[config.mk]
export PLATFORM = sky130hd
export DESIGN_NAME = tmsd_top
export DESIGN_NICKNAME = d
export VERILOG_FILES = /design/src/hdl/tmsd_pkg.sv /design/src/hdl/tmsd_key_update.sv /design/src/hdl/tmsd_top.sv
export VERILOG_INCLUDE_DIRS = /design/src /design/src/hdl
export SDC_FILE = /design/constraint.sdc
export NUM_CORES = 2
export LEC_CHECK = 0
export BUFFER_PORTS_ARGS = -buffer_cell sky130_fd_sc_hd__buf_2
export CORE_MARGIN = 5
export CORE_UTILIZATION = 40
export CTS_CLUSTER_DIAMETER = 200
export DETAILED_ROUTE_END_ITERATION = 10
export GPL_ROUTABILITY_DRIVEN = 0
export GPL_TIMING_DRIVEN = 0
export PLACE_DENSITY = 0.55
export SLEW_MARGIN = 20
export SYNTH_ARGS = -nofsm -noshare
export SYNTH_HDL_FRONTEND = slang
export SYNTH_HIERARCHICAL = 1
export SYNTH_SLANG_ARGS = --single-unit
[constraint.sdc]
create_clock -name clock_in -period 5.83 [get_ports clock_in]
set_clock_uncertainty 0.1 [all_clocks]
set_input_delay 1.749 -clock clock_in [delete_from_list [all_inputs] [get_ports clock_in]]
set_output_delay 1.749 -clock clock_in [all_outputs]
set_load 0.02 [all_outputs]
[src/hdl/tmsd_consts.svh]
// Constants for the touch matrix scan and detect block
`ifndef TMSD_CONSTS_SVH
`define TMSD_CONSTS_SVH

// ==========================================================
// Matrix geometry
`define TMSD_NUM_DRIVE     8
`define TMSD_NUM_GATE      4
`define TMSD_NUM_KEYS      32
`define TMSD_SAMPLE_W      10
`define TMSD_COUNT_CONFIRM 3'h4
`define TMSD_STAMP_W       14

// ==========================================================
// Pulse timing in ns and derived cycle counts
`define TMSD_CLK_PERIOD_NS 4
`define TMSD_GATE_LEAD_NS  8
`define TMSD_GATE_LAG_NS   8
`define TMSD_DRIVE_HIGH_NS 400
`define TMSD_PERIOD_NS     1000
`define TMSD_SETTLE_NS     2000
`define TMSD_GATE_LEAD_CYC ((`TMSD_GATE_LEAD_NS + `TMSD_CLK_PERIOD_NS - 1) / `TMSD_CLK_PERIOD_NS)
`define TMSD_GATE_LAG_CYC  ((`TMSD_GATE_LAG_NS + `TMSD_CLK_PERIOD_NS - 1) / `TMSD_CLK_PERIOD_NS)
`define TMSD_DRIVE_END_CYC (`TMSD_GATE_LEAD_CYC + `TMSD_DRIVE_HIGH_NS / `TMSD_CLK_PERIOD_NS)
`define TMSD_PERIOD_CYC    ((`TMSD_PERIOD_NS + `TMSD_CLK_PERIOD_NS - 1) / `TMSD_CLK_PERIOD_NS)
`define TMSD_SETTLE_CYC    ((`TMSD_SETTLE_NS + `TMSD_CLK_PERIOD_NS - 1) / `TMSD_CLK_PERIOD_NS)

// ==========================================================
// Max on-duration, counted in millisecond ticks
`define TMSD_TICK_NS       1000000
`define TMSD_TICK_CYC      (`TMSD_TICK_NS / `TMSD_CLK_PERIOD_NS)
`define TMSD_MAX_ON_S      10
`define TMSD_MAX_ON_TICKS  (`TMSD_MAX_ON_S * 1000)

// ==========================================================
// Drift slew: pass-count masks, raising is four times faster
`define TMSD_DRIFT_UP_MASK 4'h1
`define TMSD_DRIFT_DN_MASK 4'h7

`endif

[src/hdl/tmsd_pkg.sv]
// Types for the touch matrix scan and detect block
`include "tmsd_consts.svh"
package tmsd_pkg;
	typedef enum logic [1:0] {
		TMSD_BURST,
		TMSD_SETTLE,
		TMSD_CONVERT
	} tmsd_state_t;

	typedef struct packed {
		tmsd_state_t                                          state;
		logic [4:0]                                           key;
		logic [9:0]                                           phase;
		logic [7:0]                                           pulses;
		logic [3:0]                                           pass;
		logic [17:0]                                          tick;
		logic [`TMSD_STAMP_W-1:0]                             now;
		logic [`TMSD_NUM_DRIVE-1:0]                           drive;
		logic [`TMSD_NUM_GATE-1:0]                            gate;
		logic                                                 adc_start;
		logic                                                 busy;
		logic [`TMSD_NUM_KEYS-1:0][`TMSD_SAMPLE_W-1:0]        ref_lvl;
		logic [`TMSD_NUM_KEYS-1:0][2:0]                       count;
		logic [`TMSD_NUM_KEYS-1:0]                            det;
		logic [`TMSD_NUM_KEYS-1:0]                            cal;
		logic [`TMSD_NUM_KEYS-1:0][`TMSD_STAMP_W-1:0]         start;
	} tmsd_regs_t;
endpackage

[src/hdl/tmsd_key_update.sv]
// Per-key detection, drift and max on-duration update
`timescale 1ns/1ps
`default_nettype none
`include "tmsd_consts.svh"
module tmsd_key_update (
	input  wire logic [`TMSD_SAMPLE_W-1:0] sample_in,
	input  wire logic [7:0]                delta_in,
	input  wire logic [`TMSD_SAMPLE_W-1:0] ref_in,
	input  wire logic [2:0]                count_in,
	input  wire logic                      det_in,
	input  wire logic                      cal_in,
	input  wire logic [`TMSD_STAMP_W-1:0]  start_in,
	input  wire logic [`TMSD_STAMP_W-1:0]  now_in,
	input  wire logic                      up_en_in,
	input  wire logic                      dn_en_in,
	output logic      [`TMSD_SAMPLE_W-1:0] ref_out,
	output logic      [2:0]                count_out,
	output logic                           det_out,
	output logic      [`TMSD_STAMP_W-1:0]  start_out,
	output logic                           timeout_out
);
	logic [10:0]              sig_plus_delta;
	logic [10:0]              ref_wide;
	logic [10:0]              ref_plus_hyst;
	logic [`TMSD_STAMP_W-1:0] held;

	// ==========================================================
	// Threshold and hysteresis referred to the reference
	assign sig_plus_delta = {1'b0, sample_in} + {3'b0, delta_in};
	assign ref_wide       = {1'b0, ref_in};
	assign ref_plus_hyst  = ref_wide + {5'b0, delta_in[7:2]};
	assign held           = now_in - start_in;

	// Next state of one key
	always_comb begin
		ref_out     = ref_in;
		count_out   = count_in;
		det_out     = det_in;
		start_out   = start_in;
		timeout_out = 1'b0;
		if (cal_in) begin
			ref_out   = sample_in;
			count_out = 3'h0;
			det_out   = 1'b0;
		end else if (det_in) begin
			if (sig_plus_delta >= ref_plus_hyst) begin
				det_out   = 1'b0;
				count_out = 3'h0;
			end else if (held >= `TMSD_STAMP_W'(`TMSD_MAX_ON_TICKS)) begin
				timeout_out = 1'b1;
			end
		end else begin
			// Only a fall below threshold counts
			if (sig_plus_delta < ref_wide) begin
				count_out = count_in + 3'h1;
				if (count_out == `TMSD_COUNT_CONFIRM) begin
					det_out   = 1'b1;
					start_out = now_in;
				end
			end else begin
				count_out = 3'h0;
			end
			// Slow asymmetric drift, frozen while detected
			if (up_en_in && sample_in > ref_in) begin
				ref_out = ref_in + `TMSD_SAMPLE_W'(1);
			end else if (dn_en_in && sample_in < ref_in) begin
				ref_out = ref_in - `TMSD_SAMPLE_W'(1);
			end
		end
	end
endmodule
`default_nettype wire

[src/hdl/tmsd_top.sv]
// Touch matrix scanner: burst sequencing and per-key touch processing
// Summary of operation
// - One of 8 drive lines pulses at a time, burst length equals key gain.
// - Drive lines stepped in order, each getting all its bursts first.
// - Only drive rising edges are gated into the sample switch.
// - Four active-high gate lines, only the key's one asserted during a burst.
// - Gate rises shortly before drive rises and falls shortly after.
// - Power-up calibrates every key one at a time from its first sample.
// - Reference follows signal slew-limited, only while no detection.
// - Reference rises faster than it falls.
// - Only signal falls detect; signal rises never detect.
// - Threshold sits a fixed offset below the moving reference.
// - Release after signal rises 25% of threshold-to-reference above threshold.
// - Detection lasting 10 seconds forces full recalibration.
// - After timeout recalibration the key detects normally again.
// - Integrator counts below-threshold samples to 4; any miss clears it.
// - Burst length is a per-key setting from the setup store.
// - After the burst the offset code drives lines while sampling.
// - Host command also starts a calibration cycle.
`timescale 1ns/1ps
`default_nettype none
`include "tmsd_consts.svh"
module tmsd_top #(
	parameter logic [17:0] TICK_CYCLES = 18'(`TMSD_TICK_CYC)
) (
	input  wire logic                       clock_in,
	input  wire logic                       reset_n_in,
	input  wire logic [7:0]                 burst_len_in,
	input  wire logic [7:0]                 thresh_delta_in,
	input  wire logic [7:0]                 offset_code_in,
	input  wire logic                       adc_valid_in,
	input  wire logic [`TMSD_SAMPLE_W-1:0]  adc_data_in,
	input  wire logic                       calibrate_in,
	output logic      [`TMSD_NUM_DRIVE-1:0] drive_lines_out,
	output logic      [`TMSD_NUM_GATE-1:0]  gate_lines_out,
	output logic                            adc_start_out,
	output logic      [4:0]                 key_sel_out,
	output logic      [`TMSD_NUM_KEYS-1:0]  touch_state_out,
	output logic                            calibrating_out
);
	tmsd_pkg::tmsd_regs_t     r_q;
	tmsd_pkg::tmsd_regs_t     r_d;
	tmsd_pkg::tmsd_regs_t     r_rst;
	logic [2:0]               drive_idx;
	logic [1:0]               gate_idx;
	logic [7:0]               burst_len;
	logic                     up_en;
	logic                     dn_en;
	logic [`TMSD_SAMPLE_W-1:0] ref_n;
	logic [2:0]               count_n;
	logic                     det_n;
	logic [`TMSD_STAMP_W-1:0] start_n;
	logic                     timeout;
	logic                     tick_wrap;
	logic                     gate_win;
	logic                     drive_win;
	logic                     pulse_end;
	logic                     burst_done;
	logic                     settle_end;
	logic                     last_key;
	logic                     take;

	// ==========================================================
	// Key numbering: drive line in high bits, gate line in low bits
	assign drive_idx = r_q.key[4:2];
	assign gate_idx  = r_q.key[1:0];
	assign burst_len = (burst_len_in == 8'h00) ? 8'h01 : burst_len_in;
	assign up_en     = (r_q.pass & `TMSD_DRIFT_UP_MASK) == 4'h0;
	assign dn_en     = (r_q.pass & `TMSD_DRIFT_DN_MASK) == 4'h0;

	// ==========================================================
	// Phase decode of the pulse and settle windows
	assign tick_wrap  = r_q.tick >= TICK_CYCLES - 18'h00001;
	assign gate_win   = r_q.phase < 10'(`TMSD_GATE_LEAD_CYC + `TMSD_GATE_LAG_CYC);
	assign drive_win  = (r_q.phase >= 10'(`TMSD_GATE_LEAD_CYC))
		&& (r_q.phase < 10'(`TMSD_DRIVE_END_CYC));
	assign pulse_end  = r_q.phase == 10'(`TMSD_PERIOD_CYC - 1);
	assign burst_done = (r_q.pulses + 8'h01) >= burst_len;
	assign settle_end = r_q.phase == 10'(`TMSD_SETTLE_CYC - 1);

	// Scan position and sample acceptance
	assign last_key   = r_q.key == 5'h1F;
	assign take       = (r_q.state == tmsd_pkg::TMSD_CONVERT) && adc_valid_in;

	// Reset image: every key awaits calibration
	always_comb begin
		r_rst       = '0;
		r_rst.state = tmsd_pkg::TMSD_BURST;
		r_rst.cal   = '1;
		r_rst.busy  = 1'b1;
	end

	// ==========================================================
	// Processing of the key whose sample is arriving
	tmsd_key_update u_key (
		.sample_in   (adc_data_in),
		.delta_in    (thresh_delta_in),
		.ref_in      (r_q.ref_lvl[r_q.key]),
		.count_in    (r_q.count[r_q.key]),
		.det_in      (r_q.det[r_q.key]),
		.cal_in      (r_q.cal[r_q.key]),
		.start_in    (r_q.start[r_q.key]),
		.now_in      (r_q.now),
		.up_en_in    (up_en),
		.dn_en_in    (dn_en),
		.ref_out     (ref_n),
		.count_out   (count_n),
		.det_out     (det_n),
		.start_out   (start_n),
		.timeout_out (timeout)
	);

	// ==========================================================
	// Sequencer and state update
	always_comb begin
		r_d           = r_q;
		r_d.adc_start = 1'b0;
		r_d.phase     = r_q.phase + 10'h001;
		// Millisecond time base for on-duration
		if (tick_wrap) begin
			r_d.tick = 18'h00000;
			r_d.now  = r_q.now + `TMSD_STAMP_W'(1);
		end else begin
			r_d.tick = r_q.tick + 18'h00001;
		end

		unique case (r_q.state)
			tmsd_pkg::TMSD_BURST: begin
				// Gate straddles drive rise; drive fall lands with gate off
				r_d.drive = '0;
				r_d.gate  = '0;
				if (gate_win) begin
					r_d.gate[gate_idx] = 1'b1;
				end
				if (drive_win) begin
					r_d.drive[drive_idx] = 1'b1;
				end
				// Pulse period over: count it, leave after the last
				if (pulse_end) begin
					r_d.phase  = 10'h000;
					r_d.pulses = r_q.pulses + 8'h01;
					if (burst_done) begin
						r_d.pulses = 8'h00;
						r_d.state  = tmsd_pkg::TMSD_SETTLE;
					end
				end
			end
			tmsd_pkg::TMSD_SETTLE: begin
				// Offset code on drive lines while the amplifier settles
				r_d.gate  = '0;
				r_d.drive = offset_code_in;
				if (settle_end) begin
					r_d.adc_start = 1'b1;
					r_d.state     = tmsd_pkg::TMSD_CONVERT;
				end
			end
			tmsd_pkg::TMSD_CONVERT: begin
				// Offset code holds until the converted sample arrives
				r_d.drive = offset_code_in;
				if (take) begin
					// Store the processed key, then step to the next
					r_d.ref_lvl[r_q.key] = ref_n;
					r_d.count[r_q.key]   = count_n;
					r_d.det[r_q.key]     = det_n;
					r_d.start[r_q.key]   = start_n;
					r_d.cal[r_q.key]     = 1'b0;
					r_d.phase            = 10'h000;
					r_d.drive            = '0;
					r_d.key              = r_q.key + 5'h01;
					r_d.state            = tmsd_pkg::TMSD_BURST;
					// Count full scans for drift pacing
					if (last_key) begin
						r_d.pass = r_q.pass + 4'h1;
					end
					// Timeout recalibrates all keys, which then resume
					if (timeout) begin
						r_d.cal = '1;
						r_d.det = '0;
					end
				end
			end
			default: begin
				// Unused state code: restart with a fresh burst
				r_d.state = tmsd_pkg::TMSD_BURST;
				r_d.phase = 10'h000;
			end
		endcase

		// Host command recalibration
		if (calibrate_in) begin
			r_d.cal = '1;
			r_d.det = '0;
		end
		// Calibration pending flag, registered for the output
		r_d.busy = |r_d.cal;
	end

	// Register update
	always_ff @(posedge clock_in) begin
		if (!reset_n_in) begin
			r_q <= r_rst;
		end else begin
			r_q <= r_d;
		end
	end

	// ==========================================================
	// Outputs straight from the state register
	// Matrix pins
	assign drive_lines_out = r_q.drive;
	assign gate_lines_out  = r_q.gate;

	// Converter start and current key
	assign adc_start_out   = r_q.adc_start;
	assign key_sel_out     = r_q.key;

	// Host-visible touch and calibration state
	assign touch_state_out = r_q.det;
	assign calibrating_out = r_q.busy;
endmodule
`default_nettype wire

==> metrics.md <==
| Metric | Value |
|---|---|
| Pre-CTS setup slack | `-2.60 ns` |
| I/O pin total | `89` |
| Hold_sp | `r_q[875]` |
| Die ar. | `0.127 mm2` |
| Critical Path Source Type | `flop` |
| Post-synth EDFFs | `0` |
| WHS Path Cells | `2` |
| Initial cell density of the core | `40.1%` |
| Fmax achieved | `0.169 GHz` |
| H-tree depth | `3` |
| Primary FF master, synth | `dfxtp_1` |
| WP data arrival | `6.36 ns` |
| Drt drc | `0` |
| CTS buffer count | `109` |
| Pwr Density | `261 mW/mm2` |
| P_leak | `0.0188 uW` |
| Pre-Repair DR Iteration Count | `6` |
| Finished Cell Area | `0.0559 mm2` |
| Worst-Margin Slew | `1.21 ns` |
| Slowest-stage cell, CP | `a22oi_1` |
| Net Count, Synth | `5,572` |
| Post-DP Area | `0.0505 mm2` |
| TNS Setup | `-0.130 ns` |
| Detailed-route via count | `42,600` |
| Multiplexer area fraction after synthesis | `11.7%` |
| Cell repeated most along the worst path | `buf_4` |
| Setup violators final | `5` |
| CTS tree | `yes` |
| Post-synth ARST share | `0%` |
| #FFs+latches synth | `1,002` |
| Die Wd | `356 um` |
| Cells on worst reg2reg path | `19` |
| CP Max Fanout | `10` |
| CP cell instances | `clkbuf_4 -> or2_2 -> buf_4 -> nor2_4 -> buf_4 -> clkbuf_2 -> a22oi_1 -> nand4_1 -> inv_1 -> ha_1 -> a21boi_0 -> o41a_1 -> or3b_2 -> a41oi_1 -> a211oi_4 -> a21oi_4 -> nand2_2 -> nor3_2 -> nand3_2` |
| Clock Root Buffer | `clkbuf_16` |
| Congestion Overflow GR | `0` |
| WL/cell | `27.1 um` |
| RR Startpoint | `key_sel_out[2]` |
| Syn Inst Count | `5,447` |
| Post-DP HPWL | `145,000 um` |
| Vias in the first global route | `39,400` |
| Row cnt | `127` |
| Final critical-path required period | `5.93 ns` |
| Failing checks | `negative setup slack` |
| Synth Area in Compound Gates | `18.1%` |
| Area occupied by multi-input gates | `0.0257 mm2` |
| Main combinational cell family by area after synthesis | `simple AND/OR/NAND/NOR gates` |
| Core ar. | `0.119 mm2` |
| Clock Tree Buf Depth | `3` |
| Fill cell count | `11,600` |
| Post-route ant nets | `0` |
| Crit share post-route | `102%` |
| Synth warnings | `6` |
| Number of I/O port buffers | `87` |
| Min Hold Slack | `0.348 ns` |
| Slowest cell delay on critical path | `0.98 ns` |
| Syn Std Cell Area | `0.0479 mm2` |
| Antenna violations before repair | `7` |
| Worst endpoint required time | `6.25 ns` |
| Register area share after synthesis | `41.8%` |
| Critical path's top delay family | `compound AO/OA/AOI/OAI gates` |
| Post-synthesis adder-cell area fraction | `2.30%` |
| WP buf/inv | `5` |
| CP Capture Type | `flop` |
| Post-synth top area share | `41.8%` |
| Synth area leader | `dfxtp_1` |
| Nets | `5,837` |
| Worst r2r dst | `calibrating_out` |
| R2R setup slack | `-0.10 ns` |
| Status | `finished with violations` |
| Syn-to-layout area delta | `16.5%` |
| Worst rel slew slack | `19.1%` |
| Avg Inst Size Synth | `8.80 um2` |
| RSZ-0062 raised after global routing | `yes` |
| Final Worst Setup Slack | `-0.102 ns` |
| Sink Count | `1,002` |
| Die Y-Extent | `356 um` |
| Clk Latency, worst-skew pair | `0.71 ns` |
| Storage cell area | `0.0201 mm2` |
| First-pass GRT wire length | `285,000 um` |
| Hold path endpoint | `r_q[875]` |
| Final Hold Viols | `0` |
| Total power | `14,600 uW` |
| Layout cells sized above 1 | `18.0%` |
| Max IR drop VDD | `0.253 mV` |
| Worst path depth | `19` |
| Post-synth cell types | `78` |
| CP Class | `reg -> reg` |
| HP Class | `reg -> reg` |
| 1st-iter DRT viols | `5,250` |
| Synth top area cells | `dfxtp_1, nand2_1, a21boi_0, mux4_2, ha_1` |
| Vias per inst | `5.75` |
| Fin. max-slew vios | `0` |
| Synth Area in Simple Gates | `19.4%` |
| Largest net degree at the start of global routing | `15` |
| Xor/xnor share of the synthesized area | `1.19%` |
| Max_cap viols | `0` |
| Final wirelength | `201,000 um` |
| Clock-pin slew on the worst setup and hold paths | `0.06 ns` |
| Total GRT Usage | `30.6%` |
==> what timing repair did <==
| action | 4_1_cts | 5_1_grt |
|---|---|---|
| pin swaps | 15 | 36 |
| hold endpoints to repair | 0 | 0 |
| endpoints found under the setup margin | 929 | 816 |
| resized for setup | 259 | 135 |
| buffers inserted | 26 | 40 |
| cloned | 1 | 0 |
| hold buffers | 0 | 0 |
==> cells in the mapped netlist, types with 7 or more instances <==
library cell,instances
o21ai_0,44
xnor2_1,42
nor2_1,70
nand4_1,42
a21boi_1,95
mux4_2,232
dfxtp_1,1002
a22oi_1,91
buf_4,61
or3_1,8
nor2_2,9
nand2_1,1904
and2_1,29
nor3_1,10
xor2_1,23
a32oi_1,31
ha_1,85
nand2b_1,15
nor4_1,8
a21o_1,11
and4_1,8
a21oi_1,68
mux2i_1,15
nor2_4,18
a21boi_0,777
inv_1,57
buf_1,27
clkbuf_1,269
nand3_1,84
mux2_2,22
nor2b_1,21
o211ai_1,7
buf_2,162
and3_1,15
==> cell type report <==
cell class	count	area share, %
Antenna cell	2	0.00896
Buffer	517	5.54
Clock buffer	164	5.87
Clock inverter	35	0.690
Inverter	57	0.383
Multi-Input combinational cell	3867	46.0
Sequential cell	1002	35.9
Tap cell	1612	3.61
Timing Repair Buffer	158	2.01
==> placed cells by master, fill, tap and decap left out, types with 64 or more instances in the layout <==
cell,Yosys,routed
a21oi_1,68,64
buf_2,162,217
clkbuf_16,0,113
a21boi_1,95,95
ha_1,85,81
nand3_1,84,82
mux4_2,232,232
dfxtp_1,1002,998
nor2_1,70,65
clkbuf_2,1,77
clkbuf_1,269,195
buf_4,61,131
nand2_1,1904,1902
a21boi_0,777,777
a22oi_1,91,71
==> power breakdown <==
part           switching, uW  internal [uW]  leakage, uW
logic                    335            196      0.00886
clock network           3020           4170      0.00182
registers               8.34           6850      0.00807
total                   3360          11200       0.0188
==> through the flow <==
stage | std cells | utilization [%]
2_1_floorplan | 5447 | -
3_3_place_gp | 7146 | 42.2
3_5_place_dp | 7151 | 42.3
4_1_cts | 7376 | 46.2
5_1_grt | 7413 | 46.8
6_report | 7414 | 46.8
==> state kept, by name, indices dropped and copies added, names as in the netlist <==
signal,flops
adc_start_out,1
calibrating_out,1
drive_lines_out,8
r_q,951
touch_state_out,32
gate_lines_out,4
key_sel_out,5
==> tightest hold or removal path: cells and delay by family (launching register included) <==
family / cells / cell delay, ns
flops: 1 / 0.30
simple gates: 1 / 0.05
compound gates: 1 / 0.05
==> per-layer routing <==
layer  wire, um  vias up  track usage, %
met5         28        -               0
met2      84300     2217            45.3
li1           -    19000               -
met1      83200    20900            41.9
met4      10500        4            14.0
met3      22600      461            8.42
==> logic make-up after synthesis <==
family / count (synthesis)
mux: 269
flops: 1002
fa+ha+maj: 87
simple gates: 2267
compound gates: 1178
buf+inv: 579
xor+xnor: 65
==> worst max-delay path by stage <==
| stage | start | end | slack (ns) |
|---|---|---|---|
| 6_report | key_sel_out[2] | calibrating_out | -0.10 |
| 3_5_place_dp | key_sel_out[0] | touch_state_out[13] | -2.60 |
| 5_1_grt | key_sel_out[1] | calibrating_out | -0.04 |
| 2_1_floorplan | adc_data_in[1] | r_q[34] | 0.56 |
| 4_1_cts | key_sel_out[0] | touch_state_out[13] | -0.01 |
| 3_3_place_gp | key_sel_out[1] | touch_state_out[1] | -3.50 |
(Power assumes the default switching activity.)
